[src/pkg/ocfs_pkg.sv]
// Package with register map, selector codes and divider constants for the output clock selector.
package ocfs_pkg;

  localparam int unsigned ADDR_W = 12;
  localparam int unsigned DATA_W = 32;

  // Register indices as printed; the byte address is four times the index.
  localparam logic [ADDR_W-1:0] IDX_SEL_1_2 = 12'h060;
  localparam logic [ADDR_W-1:0] IDX_SEL_3_4 = 12'h061;
  localparam logic [ADDR_W-1:0] IDX_SEL_5_6 = 12'h062;
  localparam logic [ADDR_W-1:0] IDX_AUX_CTRL = 12'h070;
  localparam logic [ADDR_W-1:0] IDX_STATUS   = 12'h071;

  localparam logic [7:0] RST_SEL_1_2 = 8'h85;
  localparam logic [7:0] RST_SEL_3_4 = 8'h86;
  localparam logic [7:0] RST_SEL_5_6 = 8'h8A;
  localparam logic [3:0] RST_AUX_FREQ = 4'h1;
  localparam logic       RST_AUX_SRC  = 1'b0;

  // Field positions in the auxiliary control register.
  localparam int unsigned AUX_FREQ_LSB = 0;
  localparam int unsigned AUX_SRC_BIT  = 4;

  localparam logic [3:0] AUX_FREQ_62M5 = 4'h9;
  localparam int unsigned AUX_APLL_MULT = 4;

  // Selector codes.
  localparam logic [3:0] SEL_OFF  = 4'h0;
  localparam logic [3:0] SEL_2K   = 4'h1;
  localparam logic [3:0] SEL_8K   = 4'h2;
  localparam logic [3:0] SEL_DIGB = 4'h3;
  localparam logic [3:0] SEL_DIGA = 4'h4;
  localparam logic [3:0] SEL_M48  = 4'h5;
  localparam logic [3:0] SEL_M16  = 4'h6;
  localparam logic [3:0] SEL_M12  = 4'h7;
  localparam logic [3:0] SEL_M8   = 4'h8;
  localparam logic [3:0] SEL_M6   = 4'h9;
  localparam logic [3:0] SEL_M4   = 4'hA;
  localparam logic [3:0] SEL_A64  = 4'hB;
  localparam logic [3:0] SEL_A48  = 4'hC;
  localparam logic [3:0] SEL_A16  = 4'hD;
  localparam logic [3:0] SEL_A8   = 4'hE;
  localparam logic [3:0] SEL_A4   = 4'hF;

  // Half periods, in APLL ticks, of each divide ratio.
  localparam int unsigned CNT_W = 5;
  localparam logic [CNT_W-1:0] HALF_48 = 5'h18;
  localparam logic [CNT_W-1:0] HALF_16 = 5'h08;
  localparam logic [CNT_W-1:0] HALF_12 = 5'h06;
  localparam logic [CNT_W-1:0] HALF_8  = 5'h04;
  localparam logic [CNT_W-1:0] HALF_6  = 5'h03;
  localparam logic [CNT_W-1:0] HALF_4  = 5'h02;
  localparam logic [CNT_W-1:0] HALF_2  = 5'h01;
  localparam logic [CNT_W-1:0] HALF_10 = 5'h05;
  // Divide by 64 has a half period of 32, stored as 0 in the 5-bit counter terminal.
  localparam logic [CNT_W-1:0] HALF_64 = 5'h00;

  // Fixed frequency timing on the 200 MHz system clock.
  localparam int unsigned CLK_HZ = 200_000_000;
  localparam int unsigned F2K_HZ = 2_000;
  localparam int unsigned F8K_HZ = 8_000;
  localparam int unsigned HALF_2K_CYC = CLK_HZ / (2 * F2K_HZ);
  localparam int unsigned HALF_8K_CYC = CLK_HZ / (2 * F8K_HZ);

  typedef enum logic [2:0] {
    OCFS_SRC_OFF  = 3'h0,
    OCFS_SRC_2K   = 3'h1,
    OCFS_SRC_8K   = 3'h2,
    OCFS_SRC_DIGB = 3'h3,
    OCFS_SRC_DIGA = 3'h4,
    OCFS_SRC_MAIN = 3'h5,
    OCFS_SRC_AUX  = 3'h6
  } ocfs_src_t;

  typedef struct packed {
    logic              psel;
    logic              penable;
    logic              pwrite;
    logic [ADDR_W-1:0] paddr;
    logic [DATA_W-1:0] pwdata;
  } ocfs_apb_req_t;

  typedef struct packed {
    logic              pready;
    logic              pslverr;
    logic [DATA_W-1:0] prdata;
  } ocfs_apb_rsp_t;

  typedef struct packed {
    logic main_tick;
    logic aux_tick;
    logic tick_2k;
    logic tick_8k;
    logic dig_a;
    logic dig_b;
    logic aux_div10;
  } ocfs_src_bus_t;

endpackage

[src/rtl/ocfs_channel.sv]
// One output clock channel: selector decode, divider and output flip-flop.
`timescale 1ns/1ps
`default_nettype none
module ocfs_channel #(
  parameter bit IS_OUT4 = 1'b0
) (
  input  wire logic                  clk,
  input  wire logic                  rstn,
  input  wire logic [3:0]            sel,
  input  wire ocfs_pkg::ocfs_src_bus_t src,
  output logic                       clk_out_q
);

  logic [3:0]                   sel_q;
  logic [ocfs_pkg::CNT_W-1:0]   cnt_q;
  ocfs_pkg::ocfs_src_t          kind;
  logic [ocfs_pkg::CNT_W-1:0]   half;
  logic                         tick;
  logic                         changed;

  always_comb begin
    kind = ocfs_pkg::OCFS_SRC_MAIN;
    half = ocfs_pkg::HALF_4;
    unique case (sel)
      ocfs_pkg::SEL_OFF:  kind = ocfs_pkg::OCFS_SRC_OFF;
      ocfs_pkg::SEL_2K:   kind = ocfs_pkg::OCFS_SRC_2K;
      ocfs_pkg::SEL_8K:   kind = ocfs_pkg::OCFS_SRC_8K;
      ocfs_pkg::SEL_DIGB: kind = ocfs_pkg::OCFS_SRC_DIGB;
      ocfs_pkg::SEL_DIGA: kind = ocfs_pkg::OCFS_SRC_DIGA;
      ocfs_pkg::SEL_M48:  half = ocfs_pkg::HALF_48;
      ocfs_pkg::SEL_M16:  half = ocfs_pkg::HALF_16;
      ocfs_pkg::SEL_M12:  half = ocfs_pkg::HALF_12;
      ocfs_pkg::SEL_M8:   half = ocfs_pkg::HALF_8;
      ocfs_pkg::SEL_M6:   half = ocfs_pkg::HALF_6;
      ocfs_pkg::SEL_M4:   half = ocfs_pkg::HALF_4;
      ocfs_pkg::SEL_A64: begin
        kind = ocfs_pkg::OCFS_SRC_AUX;
        half = IS_OUT4 ? ocfs_pkg::HALF_2 : ocfs_pkg::HALF_64;
      end
      ocfs_pkg::SEL_A48: begin
        kind = ocfs_pkg::OCFS_SRC_AUX;
        half = src.aux_div10 ? ocfs_pkg::HALF_10 : ocfs_pkg::HALF_48;
      end
      ocfs_pkg::SEL_A16: begin
        kind = ocfs_pkg::OCFS_SRC_AUX;
        half = ocfs_pkg::HALF_16;
      end
      ocfs_pkg::SEL_A8: begin
        kind = ocfs_pkg::OCFS_SRC_AUX;
        half = ocfs_pkg::HALF_8;
      end
      ocfs_pkg::SEL_A4: begin
        kind = ocfs_pkg::OCFS_SRC_AUX;
        half = ocfs_pkg::HALF_4;
      end
    endcase
  end

  assign tick = (kind == ocfs_pkg::OCFS_SRC_MAIN) ? src.main_tick : src.aux_tick;
  assign changed = (sel != sel_q);

  always_ff @(posedge clk or negedge rstn) begin
    if (!rstn) begin
      sel_q <= 4'h0;
    end else begin
      sel_q <= sel;
    end
  end

  // A selector change restarts only this channel's divider from low.
  always_ff @(posedge clk or negedge rstn) begin
    if (!rstn) begin
      cnt_q     <= '0;
      clk_out_q <= 1'b0;
    end else if (changed) begin
      cnt_q     <= '0;
      clk_out_q <= 1'b0;
    end else begin
      unique case (kind)
        ocfs_pkg::OCFS_SRC_OFF:  clk_out_q <= 1'b0;
        ocfs_pkg::OCFS_SRC_2K:   if (src.tick_2k) clk_out_q <= ~clk_out_q;
        ocfs_pkg::OCFS_SRC_8K:   if (src.tick_8k) clk_out_q <= ~clk_out_q;
        ocfs_pkg::OCFS_SRC_DIGB: clk_out_q <= src.dig_b;
        ocfs_pkg::OCFS_SRC_DIGA: clk_out_q <= src.dig_a;
        default: begin
          if (tick) begin
            // Synchronous divider counting selected APLL ticks.
            if (cnt_q + 5'h01 == half) begin
              cnt_q     <= '0;
              clk_out_q <= ~clk_out_q;
            end else begin
              cnt_q <= cnt_q + 5'h01;
            end
          end
        end
      endcase
    end
  end

endmodule
`default_nettype wire

[src/rtl/ocfs_top.sv]
// APB register file and six output clock channels for the output frequency selector.
//
// Functional notes
// - Selector nibbles: odd-even pairs per register, odd output in the low nibble, even in the high.
// - Code 0000 holds the output low.
// - Codes 0011/0100 route digital frequency B/A.
// - Codes 0101-1010 divide main APLL 48..4.
// - Code 1011 divides auxiliary APLL by 64.
// - Output four code 1011 divides by 2.
// - Codes 1100-1111 divide auxiliary APLL 48,16,8,4.
// - 62.5MHz auxiliary DPLL, local lock: divide 10.
// - Source bit set locks auxiliary APLL to main.
// - Auxiliary APLL runs four times its DPLL.
//
// Added by the designer: the APB slave port.
`timescale 1ns/1ps
`default_nettype none
module ocfs_top #(
  parameter int unsigned HALF_2K = ocfs_pkg::HALF_2K_CYC,
  parameter int unsigned HALF_8K = ocfs_pkg::HALF_8K_CYC
) (
  input  wire logic                    clk,
  input  wire logic                    rstn,
  input  wire ocfs_pkg::ocfs_apb_req_t apb_req,
  output ocfs_pkg::ocfs_apb_rsp_t      apb_rsp,
  input  wire logic                    main_apll_tick,
  input  wire logic                    aux_apll_tick,
  input  wire logic                    prog_digital_freq_a,
  input  wire logic                    prog_digital_freq_b,
  output logic [3:0]                   aux_dpll_freq_sel,
  output logic                         aux_apll_source_sel,
  output logic                         clock_out_one,
  output logic                         clock_out_two,
  output logic                         clock_out_three,
  output logic                         clock_out_four,
  output logic                         clock_out_five,
  output logic                         clock_out_six
);

  if (HALF_2K < 1 || HALF_8K < 1 || HALF_8K > HALF_2K) begin : g_bad_param
    $error("ocfs_top: fixed clock half periods must be nonzero and 8k not above 2k");
  end

  localparam int unsigned FIX_W = $clog2(HALF_2K + 1);
  localparam int unsigned NCH   = 6;

  logic [7:0]              sel_1_2_q;
  logic [7:0]              sel_3_4_q;
  logic [7:0]              sel_5_6_q;
  logic [3:0]              aux_freq_q;
  logic                    aux_src_q;
  logic [FIX_W-1:0]        cnt_2k_q;
  logic [FIX_W-1:0]        cnt_8k_q;
  logic                    tick_2k_q;
  logic                    tick_8k_q;
  logic [NCH-1:0]          ch_out;
  logic [NCH*4-1:0]        sel_all;
  ocfs_pkg::ocfs_src_bus_t src;
  logic                    setup;
  logic                    wr_en;
  logic [ocfs_pkg::ADDR_W-1:0] idx;
  logic                    idx_ok;
  logic [ocfs_pkg::DATA_W-1:0] rd_val;

  // APB decode: only word-aligned addresses map; index is address over four.
  assign idx   = {2'b00, apb_req.paddr[ocfs_pkg::ADDR_W-1:2]};
  assign setup = apb_req.psel && !apb_req.penable;
  assign wr_en = apb_req.psel && apb_req.penable && apb_req.pwrite && apb_rsp.pready
                 && !apb_rsp.pslverr;

  always_comb begin
    idx_ok = (apb_req.paddr[1:0] == 2'b00);
    rd_val = '0;
    unique case (idx)
      ocfs_pkg::IDX_SEL_1_2:  rd_val[7:0] = sel_1_2_q;
      ocfs_pkg::IDX_SEL_3_4:  rd_val[7:0] = sel_3_4_q;
      ocfs_pkg::IDX_SEL_5_6:  rd_val[7:0] = sel_5_6_q;
      ocfs_pkg::IDX_AUX_CTRL: begin
        rd_val[ocfs_pkg::AUX_FREQ_LSB +: 4] = aux_freq_q;
        rd_val[ocfs_pkg::AUX_SRC_BIT]       = aux_src_q;
      end
      ocfs_pkg::IDX_STATUS:   rd_val[NCH-1:0] = ch_out;
      default:                idx_ok = 1'b0;
    endcase
  end

  // Zero-wait slave: answer registered in the setup cycle, shown in the access cycle.
  always_ff @(posedge clk or negedge rstn) begin
    if (!rstn) begin
      apb_rsp <= '0;
    end else if (setup) begin
      apb_rsp.pready  <= 1'b1;
      apb_rsp.pslverr <= !idx_ok;
      apb_rsp.prdata  <= apb_req.pwrite ? '0 : rd_val;
    end else begin
      apb_rsp <= '0;
    end
  end

  always_ff @(posedge clk or negedge rstn) begin
    if (!rstn) begin
      sel_1_2_q <= ocfs_pkg::RST_SEL_1_2;
      sel_3_4_q <= ocfs_pkg::RST_SEL_3_4;
      sel_5_6_q <= ocfs_pkg::RST_SEL_5_6;
    end else if (wr_en) begin
      if (idx == ocfs_pkg::IDX_SEL_1_2) sel_1_2_q <= apb_req.pwdata[7:0];
      if (idx == ocfs_pkg::IDX_SEL_3_4) sel_3_4_q <= apb_req.pwdata[7:0];
      if (idx == ocfs_pkg::IDX_SEL_5_6) sel_5_6_q <= apb_req.pwdata[7:0];
    end
  end

  always_ff @(posedge clk or negedge rstn) begin
    if (!rstn) begin
      aux_freq_q <= ocfs_pkg::RST_AUX_FREQ;
      aux_src_q  <= ocfs_pkg::RST_AUX_SRC;
    end else if (wr_en && idx == ocfs_pkg::IDX_AUX_CTRL) begin
      aux_freq_q <= apb_req.pwdata[ocfs_pkg::AUX_FREQ_LSB +: 4];
      aux_src_q  <= apb_req.pwdata[ocfs_pkg::AUX_SRC_BIT];
    end
  end

  // The PLL settings go out to the auxiliary PLL pair; it multiplies by four.
  always_ff @(posedge clk or negedge rstn) begin
    if (!rstn) begin
      aux_dpll_freq_sel   <= ocfs_pkg::RST_AUX_FREQ;
      aux_apll_source_sel <= ocfs_pkg::RST_AUX_SRC;
    end else begin
      aux_dpll_freq_sel   <= aux_freq_q;
      aux_apll_source_sel <= aux_src_q;
    end
  end

  // Fixed 2kHz and 8kHz come from dividing the system clock into toggle pulses.
  always_ff @(posedge clk or negedge rstn) begin
    if (!rstn) begin
      cnt_2k_q  <= '0;
      tick_2k_q <= 1'b0;
    end else if (cnt_2k_q == FIX_W'(HALF_2K - 1)) begin
      cnt_2k_q  <= '0;
      tick_2k_q <= 1'b1;
    end else begin
      cnt_2k_q  <= cnt_2k_q + FIX_W'(1);
      tick_2k_q <= 1'b0;
    end
  end

  always_ff @(posedge clk or negedge rstn) begin
    if (!rstn) begin
      cnt_8k_q  <= '0;
      tick_8k_q <= 1'b0;
    end else if (cnt_8k_q == FIX_W'(HALF_8K - 1)) begin
      cnt_8k_q  <= '0;
      tick_8k_q <= 1'b1;
    end else begin
      cnt_8k_q  <= cnt_8k_q + FIX_W'(1);
      tick_8k_q <= 1'b0;
    end
  end

  // Divide by ten applies only with 62.5MHz auxiliary DPLL and local APLL lock,
  // giving 250MHz over ten, that is 25MHz.
  always_comb begin
    src.main_tick = main_apll_tick;
    src.aux_tick  = aux_apll_tick;
    src.tick_2k   = tick_2k_q;
    src.tick_8k   = tick_8k_q;
    src.dig_a     = prog_digital_freq_a;
    src.dig_b     = prog_digital_freq_b;
    src.aux_div10 = (aux_freq_q == ocfs_pkg::AUX_FREQ_62M5) && !aux_src_q;
  end

  assign sel_all = {sel_5_6_q, sel_3_4_q, sel_1_2_q};

  for (genvar i = 0; i < NCH; i++) begin : g_ch
    ocfs_channel #(
      .IS_OUT4 (i == 3)
    ) u_ch (
      .clk       (clk),
      .rstn      (rstn),
      .sel       (sel_all[i*4 +: 4]),
      .src       (src),
      .clk_out_q (ch_out[i])
    );
  end

  assign clock_out_one   = ch_out[0];
  assign clock_out_two   = ch_out[1];
  assign clock_out_three = ch_out[2];
  assign clock_out_four  = ch_out[3];
  assign clock_out_five  = ch_out[4];
  assign clock_out_six   = ch_out[5];

endmodule
`default_nettype wire

[config.mk]
export PLATFORM = sky130hd
export DESIGN_NAME = ocfs_top
export DESIGN_NICKNAME = d
export VERILOG_FILES = /design/src/pkg/ocfs_pkg.sv /design/src/rtl/ocfs_channel.sv /design/src/rtl/ocfs_top.sv
export SDC_FILE = /design/constraint.sdc
export NUM_CORES = 1
export LEC_CHECK = 0
export BUFFER_PORTS_ARGS = -buffer_cell sky130_fd_sc_hd__buf_2
export CORE_UTILIZATION = 33
export DETAILED_ROUTE_END_ITERATION = 8
export GPL_ROUTABILITY_DRIVEN = 1
export PLACE_DENSITY = 0.48
export SYNTH_ARGS = -nofsm -noshare
export SYNTH_HDL_FRONTEND = slang
export SYNTH_SLANG_ARGS = --single-unit
[constraint.sdc]
create_clock -name clk -period 6.2 [get_ports clk]
set_clock_uncertainty 0.1 [all_clocks]
set_input_delay 0.93 -clock clk [delete_from_list [all_inputs] [get_ports clk]]
set_output_delay 0.93 -clock clk [all_outputs]
set_load 0.005 [all_outputs]
==> impl_metrics.tcl, run 1 <==
set metrics [dict create \
    fin_nets 1079 \
    gp_congestion 0.804 \
    dp_hpwl_mm 16.2 \
    io_pins 98 \
    clockBufferDepth 2 \
    ys_seq_area_frac 0.386 \
    leakage_nw 4.28 \
    clk_pin_slew_ns 0.07 \
    powerDensity_mw_per_mm2 245 \
    synthSimpleGateAreaFrac 0.237 \
    place_ws_ns 2.74 \
    crit_type "flop to flop" \
    synth_fa_ha_area_frac 0.0111 \
    dp_cells 1340 \
    hold_path_class "flop to flop" \
    period_needed_ns 3.42 \
    max-vdd-ir-drop_mv 0.172 \
    postLayoutSetupSlackWorst_ns 2.79 \
    rsz0062_at_grt "no" \
    die-area_sq_mm 0.0279 \
    fin_crit_sh 0.551 \
    vias 7475 \
    setup_viol 0 \
    drtIter0Drc 538 \
    drive_above_1_share 0.141 \
    tns_ns 0 \
    core_sq_mm 0.0268 \
    relSlewSlack 0.330 \
    drt_wl_total_mm 23.9 \
    grt_max_degree 91 \
    hold_ws_ns 0.368 \
    status "complete, no violations" \
    synth_area_sq_mm 0.00899 \
    syn_to_final_growth_pct 11.0 \
    gr-usage-all-layers 0.179 \
    maxClockFrequency_mhz 293 \
    ys_warn_count 0 \
    slew_viol_final 0 \
    synth_xor_area_frac 0.0789 \
    fp.dieH_um 167 \
    clock_latency_ns 0.43 \
    cts_tree "built" \
    async_flop_share 1.00 \
    die_w_um 167 \
    syn_area_per_cell_sq_um 8.91 \
    synth_compound_area_frac 0.190 \
    grt_pass1_vias 6990 \
    drc 0 \
    worstPathMaxFanout 11 \
    startpoint_type "flop" \
    utilization 0.372 \
    grt_pass1_wl_mm 39.2 \
    post_cts_buffers 0 \
    wire_per_inst_um 17.4 \
    ant_nets 0 \
    cts_buffers 17 \
    drv_cap 0 \
    cts_hold_buf 0 \
    end_kind "flop" \
    yosysUniqueCellTypes 87 \
    cts_resized 0 \
    cts_max_level 4 \
    ys_seq_elements 138 \
    synth-edff-count 0 \
    drtPass1Iterations 6 \
    placed_cell_area_sq_mm 0.00935 \
    io_buffers 49 \
    fin_cells 1373 \
    worstPathArrival_ns 3.66 \
    start_util 0.335 \
    antenna_found_initial 1 \
    total_power_mw 2.45 \
    finalHoldViolCount 0 \
    cts.sinks 138 \
    netlist_instances 1009 \
    synthMuxAreaShare 0.0380 \
    synth_top_family_by_area "simple AND/OR/NAND/NOR gates" \
    overflow 0 \
    cts-root-buf "clkbuf_16" \
    worstMarginPinSlew_ns 1.00 \
    rows 60 \
    ys.flop_type "dfrtp_1" \
    fin_area_sq_mm 0.00998 \
    routed_via_density 5.44 \
    cp.required_ns 6.44 \
]
## cell families after synthesis
kind of cell | count (synthesis)
compound gates | 240
buf+inv | 110
fa+ha+maj | 8
other cells | 1
simple gates | 400
xor+xnor | 81
mux | 31
flops | 138
## worst max-delay path, cell delays in order, from the launching register on
cell	delay [ns]
dfstp_2	0.72
nor2b_1	0.84
a31o_2	0.31
and3_1	0.16
o22ai_1	0.08
or4_4	0.56
a211o_1	0.29
a221oi_2	0.26
## sequential cells by signal, summed over array words and instances, names as in the netlist
name and cells:
g_ch.u_ch.cnt_q 30, aux_freq_q 4, sel_5_6_q 8, tick_2k_q 1
g_ch.u_ch.clk_out_q 6, cnt_8k_q 16, aux_apll_source_sel 1, tick_8k_q 1
aux_src_q 1, g_ch.u_ch.sel_q 24, sel_1_2_q 8, aux_dpll_freq_sel 4
apb_rsp 10, sel_3_4_q 8, cnt_2k_q 16
## layout make-up
class                      count  area, sq um
antenna                        1         2.50
clock buffer                  17          425
inverter                      24         90.1
fill                        2713        16800
clock inverter                15          204
multi-input combinational    784         5080
tap                          341          427
sequential                   138         3470
timing repair buffer          53          282
## where the power goes
group | switching (mW) | internal [mW]
Combinational | 0.191 | 0.160
Sequential | 0.0712 | 0.953
Clock | 0.487 | 0.586
## cells in the mapped netlist (all sizes together), types with 13 or more instances
cell      n  share of area
nand3    40          0.022
nor2b    30          0.021
clkbuf   41          0.017
a21oi    48          0.027
and3     14         0.0097
nor3     26          0.014
o21ai    48          0.027
xor2     42          0.041
mux2     25          0.031
nor2     80          0.034
xnor2    39          0.038
nand2    85          0.036
nand2b   33          0.023
nor3b    14          0.013
dfrtp   127           0.35
buf      45          0.031
a31oi    13         0.0090
inv      24          0.010
## path summary, 6_finish.rpt
check / start / end / slack (ns) / cells past startpoint
min in group asynchronous: rstn / g_ch[1].u_ch.cnt_q[2] / 0.48 / 1
max reg2reg: aux_freq_q[0] / g_ch[3].u_ch.clk_out_q / 2.79 / 7
max in group asynchronous: rstn / g_ch[4].u_ch.sel_q[1] / 4.34 / 2
min: aux_freq_q[3] / aux_dpll_freq_sel[3] / 0.37 / 0
min reg2reg: aux_freq_q[3] / aux_dpll_freq_sel[3] / 0.37 / 0
max: aux_freq_q[0] / g_ch[3].u_ch.clk_out_q / 2.79 / 7
## layer usage
layer  up-vias  GRT usage  wire length [um]
li1       3647          -                 -
met1      3686      0.243             11400
met2       124      0.291             11300
met3        18     0.0330               790
met4         0     0.0463               354
met5         -          0                 0
## placed cells by master, fill, tap and decap left out, types with 7 or more instances in the layout
master / count
dfstp_2: 11
dfrtp_1: 127
nand2b_1: 33
xor2_1: 42
nor3_1: 26
and2_1: 7
a21o_1: 8
nand3b_1: 9
nand4_1: 12
buf_2: 48
nor3b_1: 12
nor2b_1: 30
conb_1: 24
nor2_1: 79
nand2_1: 85
nor4_1: 7
or3_1: 10
o21ai_0: 42
inv_1: 23
a31oi_1: 13
a211oi_1: 11
o22ai_1: 8
clkbuf_16: 17
nand3_1: 40
a21oi_1: 48
ha_1: 8
a222oi_1: 9
xnor2_1: 39
and3_1: 14
mux2_2: 24
a22oi_1: 8
No activity file was read; power rests on OpenSTA's default activity.
==> inputs of run 2 (changes only) <==
==> constraint.sdc (replaced) <==
create_clock -name clk -period 3.3 [get_ports clk]
set_clock_uncertainty 0.1 [all_clocks]
set_input_delay 0.495 -clock clk [delete_from_list [all_inputs] [get_ports clk]]
set_output_delay 0.495 -clock clk [all_outputs]
set_load 0.005 [all_outputs]
==> impl_metrics.tcl, run 2 (synthesis results as in run 1) <==
set metrics [dict create \
    hold_path_class "primary input to flop" \
    fin_nets 1121 \
    clock_latency_ns 0.43 \
    drc 0 \
    period_needed_ns 2.77 \
    powerDensity_mw_per_mm2 444 \
    dp_hpwl_mm 17.6 \
    gp_congestion 0.797 \
    cts_max_level 4 \
    antenna_found_initial 1 \
    io_buffers 49 \
    cts.sinks 138 \
    drtPass1Iterations 8 \
    hold_path_depth 2 \
    routed_via_density 5.35 \
    tns_ns 0 \
    r2r_cells 7 \
    leakage_nw 4.48 \
    startpoint_type "flop" \
    cts_tree "built" \
    worst-r2r-setup-slack_ns 0.53 \
    hold_end "apb_rsp[33]" \
    die_w_um 167 \
    slew_viol_final 0 \
    largest_reg_flops 30 \
    syn_to_final_growth_pct 14.3 \
    drive_above_1_share 0.172 \
    vias 7566 \
    clk_pin_slew_ns 0.07 \
    grt_pass1_wl_mm 40.2 \
    r2r-end "g_ch[2].u_ch.cnt_q[2]" \
    drtIter0Drc 744 \
    post_cts_buffers 0 \
    num-fill-cells 2722 \
    drt_wl_total_mm 24.7 \
    gr-usage-all-layers 0.185 \
    rsz0062_at_grt "no" \
    rows 60 \
    cp.required_ns 3.53 \
    die-area_sq_mm 0.0279 \
    io_pins 98 \
    cts-root-buf "clkbuf_16" \
    clockBufferDepth 2 \
    fp.dieH_um 167 \
    status "complete, no violations" \
    wire_per_inst_um 17.4 \
    cts_buffers 17 \
    fin_crit_sh 0.840 \
    ff_latch_area_sq_mm 0.00347 \
    crit_type "flop to flop" \
    core_sq_mm 0.0268 \
    top_register "g_ch.u_ch.cnt_q" \
    grt_max_degree 66 \
    drv_cap 0 \
    relSlewSlack 0.468 \
    hold_start "apb_req[45]" \
    worstPathMaxFanout 13 \
    worstPathArrival_ns 3.00 \
    final_cell_mix "dfrtp_1, nand2_1, nor2_1, a21oi_1, buf_2" \
    hold_ws_ns 0.151 \
    max-vdd-ir-drop_mv 0.293 \
    reg.largest.list "g_ch.u_ch.cnt_q x30, g_ch.u_ch.sel_q x24" \
    final_common_cell "dfrtp_1" \
    finalHoldViolCount 0 \
    r2r-start "aux_src_q" \
    setup_viol 0 \
    worstMarginPinSlew_ns 0.795 \
    maxClockFrequency_mhz 361 \
    overflow 0 \
    ant_nets 0 \
    end_kind "flop" \
    start_util 0.335 \
    utilization 0.383 \
    grt_pass1_vias 7149 \
    multi_input_area_sq_mm 0.00508 \
]
## run 2: worst max path at each step
stage                                   endpoint          start  slack, ns
after global routing       g_ch[2].u_ch.cnt_q[2]      aux_src_q       0.26
after CTS                  g_ch[2].u_ch.cnt_q[2]      aux_src_q       0.50
final                      g_ch[2].u_ch.cnt_q[2]      aux_src_q       0.53
after detailed placement   g_ch[2].u_ch.cnt_q[2]      aux_src_q       0.52
after floorplan           g_ch[2].u_ch.clk_out_q  aux_freq_q[0]       0.73
after global placement     g_ch[2].u_ch.cnt_q[2]      aux_src_q       0.53
## run 2: timing repair
item / 4_1_cts / 5_1_grt
hold buffers: 1 / 0
endpoints found under the hold margin: 3 / 0
resized for setup: 0 / 0
## run 2: metrics by stage
step	power (mW)	area, sq um	instances	setup slack, ns
floorplan	2.43	9070	1032	0.728
global placement	2.63	9670	1381	0.529
detailed placement	2.64	9670	1381	0.521
CTS	4.63	10300	1414	0.505
global route	4.80	10300	1414	0.265
finish	4.57	10300	1415	0.529
## run 2: where the power goes
| part | internal, mW | switching [mW] |
|---|---|---|
| combinational | 0.311 | 0.368 |
| clock | 1.13 | 0.829 |
| sequential | 1.79 | 0.136 |
| total | 3.23 | 1.33 |
## run 2: layer usage
metal / share of wire / global-route usage / up-vias
li1: - / - / 3728
met1: 0.47 / 0.258 / 3642
met2: 0.46 / 0.291 / 164
met3: 0.047 / 0.0349 / 32
met4: 0.018 / 0.0535 / 0
met5: 0 / 0 / -
## run 2: final cells by class
class                      count  share of cell area
sequential                   138               0.337
antenna                        1            0.000244
inverter                      24             0.00877
multi-input combinational    784               0.495
tap                          341              0.0415
clock buffer                  18              0.0418
clock inverter                14              0.0160
timing repair buffer          95              0.0596
## run 2: worst max-delay path, cell delays in order, from the launching register on
cell	delay, ns
dfrtp_1	0.44
or3b_4	0.53
nor4b_1	0.36
or3_1	0.17
o211ai_1	0.13
o41ai_2	0.63
o21bai_1	0.12
a21o_1	0.19
==> inputs of run 3 (changes only) <==
--- a/config.mk
+++ b/config.mk
@@ -5,11 +5,12 @@
 export SDC_FILE = /design/constraint.sdc
 export NUM_CORES = 1
 export LEC_CHECK = 0
+export ABC_AREA = 1
 export BUFFER_PORTS_ARGS = -buffer_cell sky130_fd_sc_hd__buf_2
 export CORE_UTILIZATION = 33
 export DETAILED_ROUTE_END_ITERATION = 8
 export GPL_ROUTABILITY_DRIVEN = 1
-export PLACE_DENSITY = 0.48
+export PLACE_DENSITY = 0.5
 export SYNTH_ARGS = -nofsm -noshare
 export SYNTH_HDL_FRONTEND = slang
 export SYNTH_SLANG_ARGS = --single-unit
==> constraint.sdc (replaced) <==
create_clock -name clk -period 2.4 [get_ports clk]
set_clock_uncertainty 0.1 [all_clocks]
set_input_delay 0.36 -clock clk [delete_from_list [all_inputs] [get_ports clk]]
set_output_delay 0.36 -clock clk [all_outputs]
set_load 0.005 [all_outputs]
==> impl_metrics.tcl, run 3 <==
set metrics [dict create \
    grt_pass1_vias 6882 \
    drc 0 \
    syn_to_final_growth_pct 13.0 \
    syn_area_per_cell_sq_um 7.25 \
    wire_per_inst_um 13.5 \
    slowest_delay_ns 0.44 \
    start_util 0.340 \
    grt_use_met1 0.249 \
    status "complete, no violations" \
    ys.flop_type "dfrtp_1" \
    cts_buffers 17 \
    max-vdd-ir-drop_mv 0.422 \
    finalHoldViolCount 0 \
    grt_max_degree 61 \
    fin_area_sq_mm 0.00980 \
    synth_top_area_frac 0.366 \
    clockBufferDepth 2 \
    worstMarginPinSlew_ns 0.582 \
    ys_seq_area_frac 0.400 \
    grt_use_met2 0.260 \
    worstPathArrival_ns 2.35 \
    relSlewSlack 0.612 \
    hold_path_depth 2 \
    overflow 0 \
    yosys.cell_count.top_type "nand2_1" \
    cp_common_cell "nand2_1" \
    clock_latency_ns 0.43 \
    synth_area_sq_mm 0.00867 \
    ys_warn_count 0 \
    drtIter0Drc 530 \
    netlist_top_cells_count "nand2_1, inv_1, dfrtp_1" \
    antenna_found_initial 0 \
    cp.required_ns 2.61 \
    worstPathCellList "nor2_1, nand2_1, nor2_4, buf_4, nand2_1, nand2_1, nand2_1, nand2_1, nand2_1, nor2_1, nand3_1, nand2_2, nand2_1, nand2_1, nand2_1, nand2_1, nand2_1" \
    reg.largest.list "g_ch.u_ch.cnt_q x30, g_ch.u_ch.sel_q x24" \
    fin_cells 1596 \
    tns_ns 0 \
    io_buffers 49 \
    final_cell_mix "nand2_1, inv_1, dfrtp_1, nor2_1, nand3_1" \
    path_delay_family "simple AND/OR/NAND/NOR gates" \
    hold_ws_ns 0.0721 \
    end_kind "flop" \
    grt_pass1_wl_mm 35.6 \
    gp_congestion 0.856 \
    final_common_cell "nand2_1" \
    setup_viol 0 \
    cts_max_level 4 \
    slew_viol_final 0 \
    worstPathMaxFanout 5 \
    leakage_nw 5.09 \
    met3_usage 0.0346 \
    die-area_sq_mm 0.0269 \
    powerDensity_mw_per_mm2 533 \
    rows 58 \
    yosysUniqueCellTypes 49 \
    fp.dieH_um 164 \
    synth.top_cells.by_area "dfrtp_1, nand2_1, inv_1" \
    num-fill-cells 2661 \
    slowest_stage "dfrtp_1" \
    dp_cells 1561 \
    total_power_mw 5.22 \
    drt_wl_total_mm 21.6 \
    rsz0062_at_grt "no" \
    synth_top_cell_by_area "dfrtp_1" \
    largest_reg_flops 30 \
    async_flop_share 1.00 \
    antenna_cells 0 \
    cts-root-buf "clkbuf_16" \
    multi_input_area_sq_mm 0.00427 \
    top_register "g_ch.u_ch.cnt_q" \
    r2r_cells 17 \
    ff_latch_area_sq_mm 0.00347 \
    startpoint_type "flop" \
    hold_path_class "primary input to flop" \
    drive_above_1_share 0.142 \
    clk_pin_slew_ns 0.06 \
    ys_seq_elements 138 \
    cp.depth 17 \
    netlist_instances 1196 \
    dp_hpwl_mm 16.3 \
    period_needed_ns 2.14 \
    cts.sinks 138 \
    die_w_um 164 \
    gr-usage-all-layers 0.171 \
    crit_type "flop to flop" \
    core_sq_mm 0.0255 \
    routed_via_density 4.67 \
    drtPass1Iterations 5 \
    drv_cap 0 \
    grt-busiest-layer "met2" \
    cp_num_buf_inv 1 \
    ant_nets 0 \
    fin_crit_sh 0.891 \
    vias 7448 \
    io_pins 98 \
    synth-edff-count 0 \
    fin_nets 1314 \
    placed_cell_area_sq_mm 0.00917 \
    maxClockFrequency_mhz 468 \
    cts_tree "built" \
]
## run 3: logic make-up (layout without fill, tap and decap cells)
group	count (synthesis)	after routing	synth area share
DFF	138	138	0.400
xor gates and xnor gates	45	45	0.0454
adders and majority gates	8	8	0.0115
AOI/OAI and AO/OA	138	138	0.0955
and+or+nand+nor	637	637	0.329
other	1	24	0.000432
buffers and inverters	229	276	0.118
## run 3: timing repair
item | in CTS | in global routing
gates resized for setup | 0 | 0
hold endpoints to repair | 52 | 0
setup buffers | 0 | 2
endpoints found under the setup margin | 0 | 1
hold buffers | 1 | 0
## run 3: metrics by stage
| step | util | setup slack [ns] |
|---|---|---|
| 2_1_floorplan | - | 0.522 |
| 3_3_place_gp | 0.360 | 0.254 |
| 3_5_place_dp | 0.360 | 0.235 |
| 4_1_cts | 0.384 | 0.248 |
| 5_1_grt | 0.385 | 0.0147 |
| 6_report | 0.385 | 0.262 |
## run 3: worst register-to-register path: stages, from the launching register on
cell and delay (ns):
dfrtp_1 0.44, nor2_1 0.16, nand2_1 0.10, nor2_4 0.10, buf_4 0.18, nand2_1 0.12
nand2_1 0.08, nand2_1 0.05, nand2_1 0.05, nand2_1 0.05, nor2_1 0.11, nand3_1 0.10
nand2_2 0.10, nand2_1 0.06, nand2_1 0.08, nand2_1 0.05, nand2_1 0.06, nand2_1 0.04
## run 3: path summary, 6_finish.rpt
path / endpoint / startpoint / slack, ns
setup / recovery: g_ch[2].u_ch.clk_out_q / aux_freq_q[2] / 0.26
hold / removal: apb_rsp[33] / apb_req[45] / 0.07
setup reg to reg: g_ch[2].u_ch.clk_out_q / aux_freq_q[2] / 0.26
hold reg to reg: aux_dpll_freq_sel[0] / aux_freq_q[0] / 0.30
max in group asynchronous: cnt_8k_q[2] / rstn / 1.07
min in group asynchronous: g_ch[0].u_ch.cnt_q[1] / rstn / 0.38
## run 3: report_power, final
group          switching [mW]  internal [mW]
clock network            1.10           1.58
registers              0.0110           2.34
logic                   0.140         0.0530
total                    1.25           3.97
## run 3: final cells by class
class	count	share of cell area
Sequential cell	138	0.354
Tap cell	330	0.0422
Inverter	181	0.0695
Timing Repair Buffer	63	0.0379
Clock buffer	18	0.0448
Multi-Input combinational cell	852	0.435
Clock inverter	14	0.0162
## run 3: metal layers
layer / wire [um] / part of all wire / vias to the layer above
met5: 0 / 0 / -
met4: 260 / 0.012 / 0
met3: 854 / 0.040 / 21
met2: 9340 / 0.43 / 147
met1: 11100 / 0.51 / 3404
li1: - / - / 3876
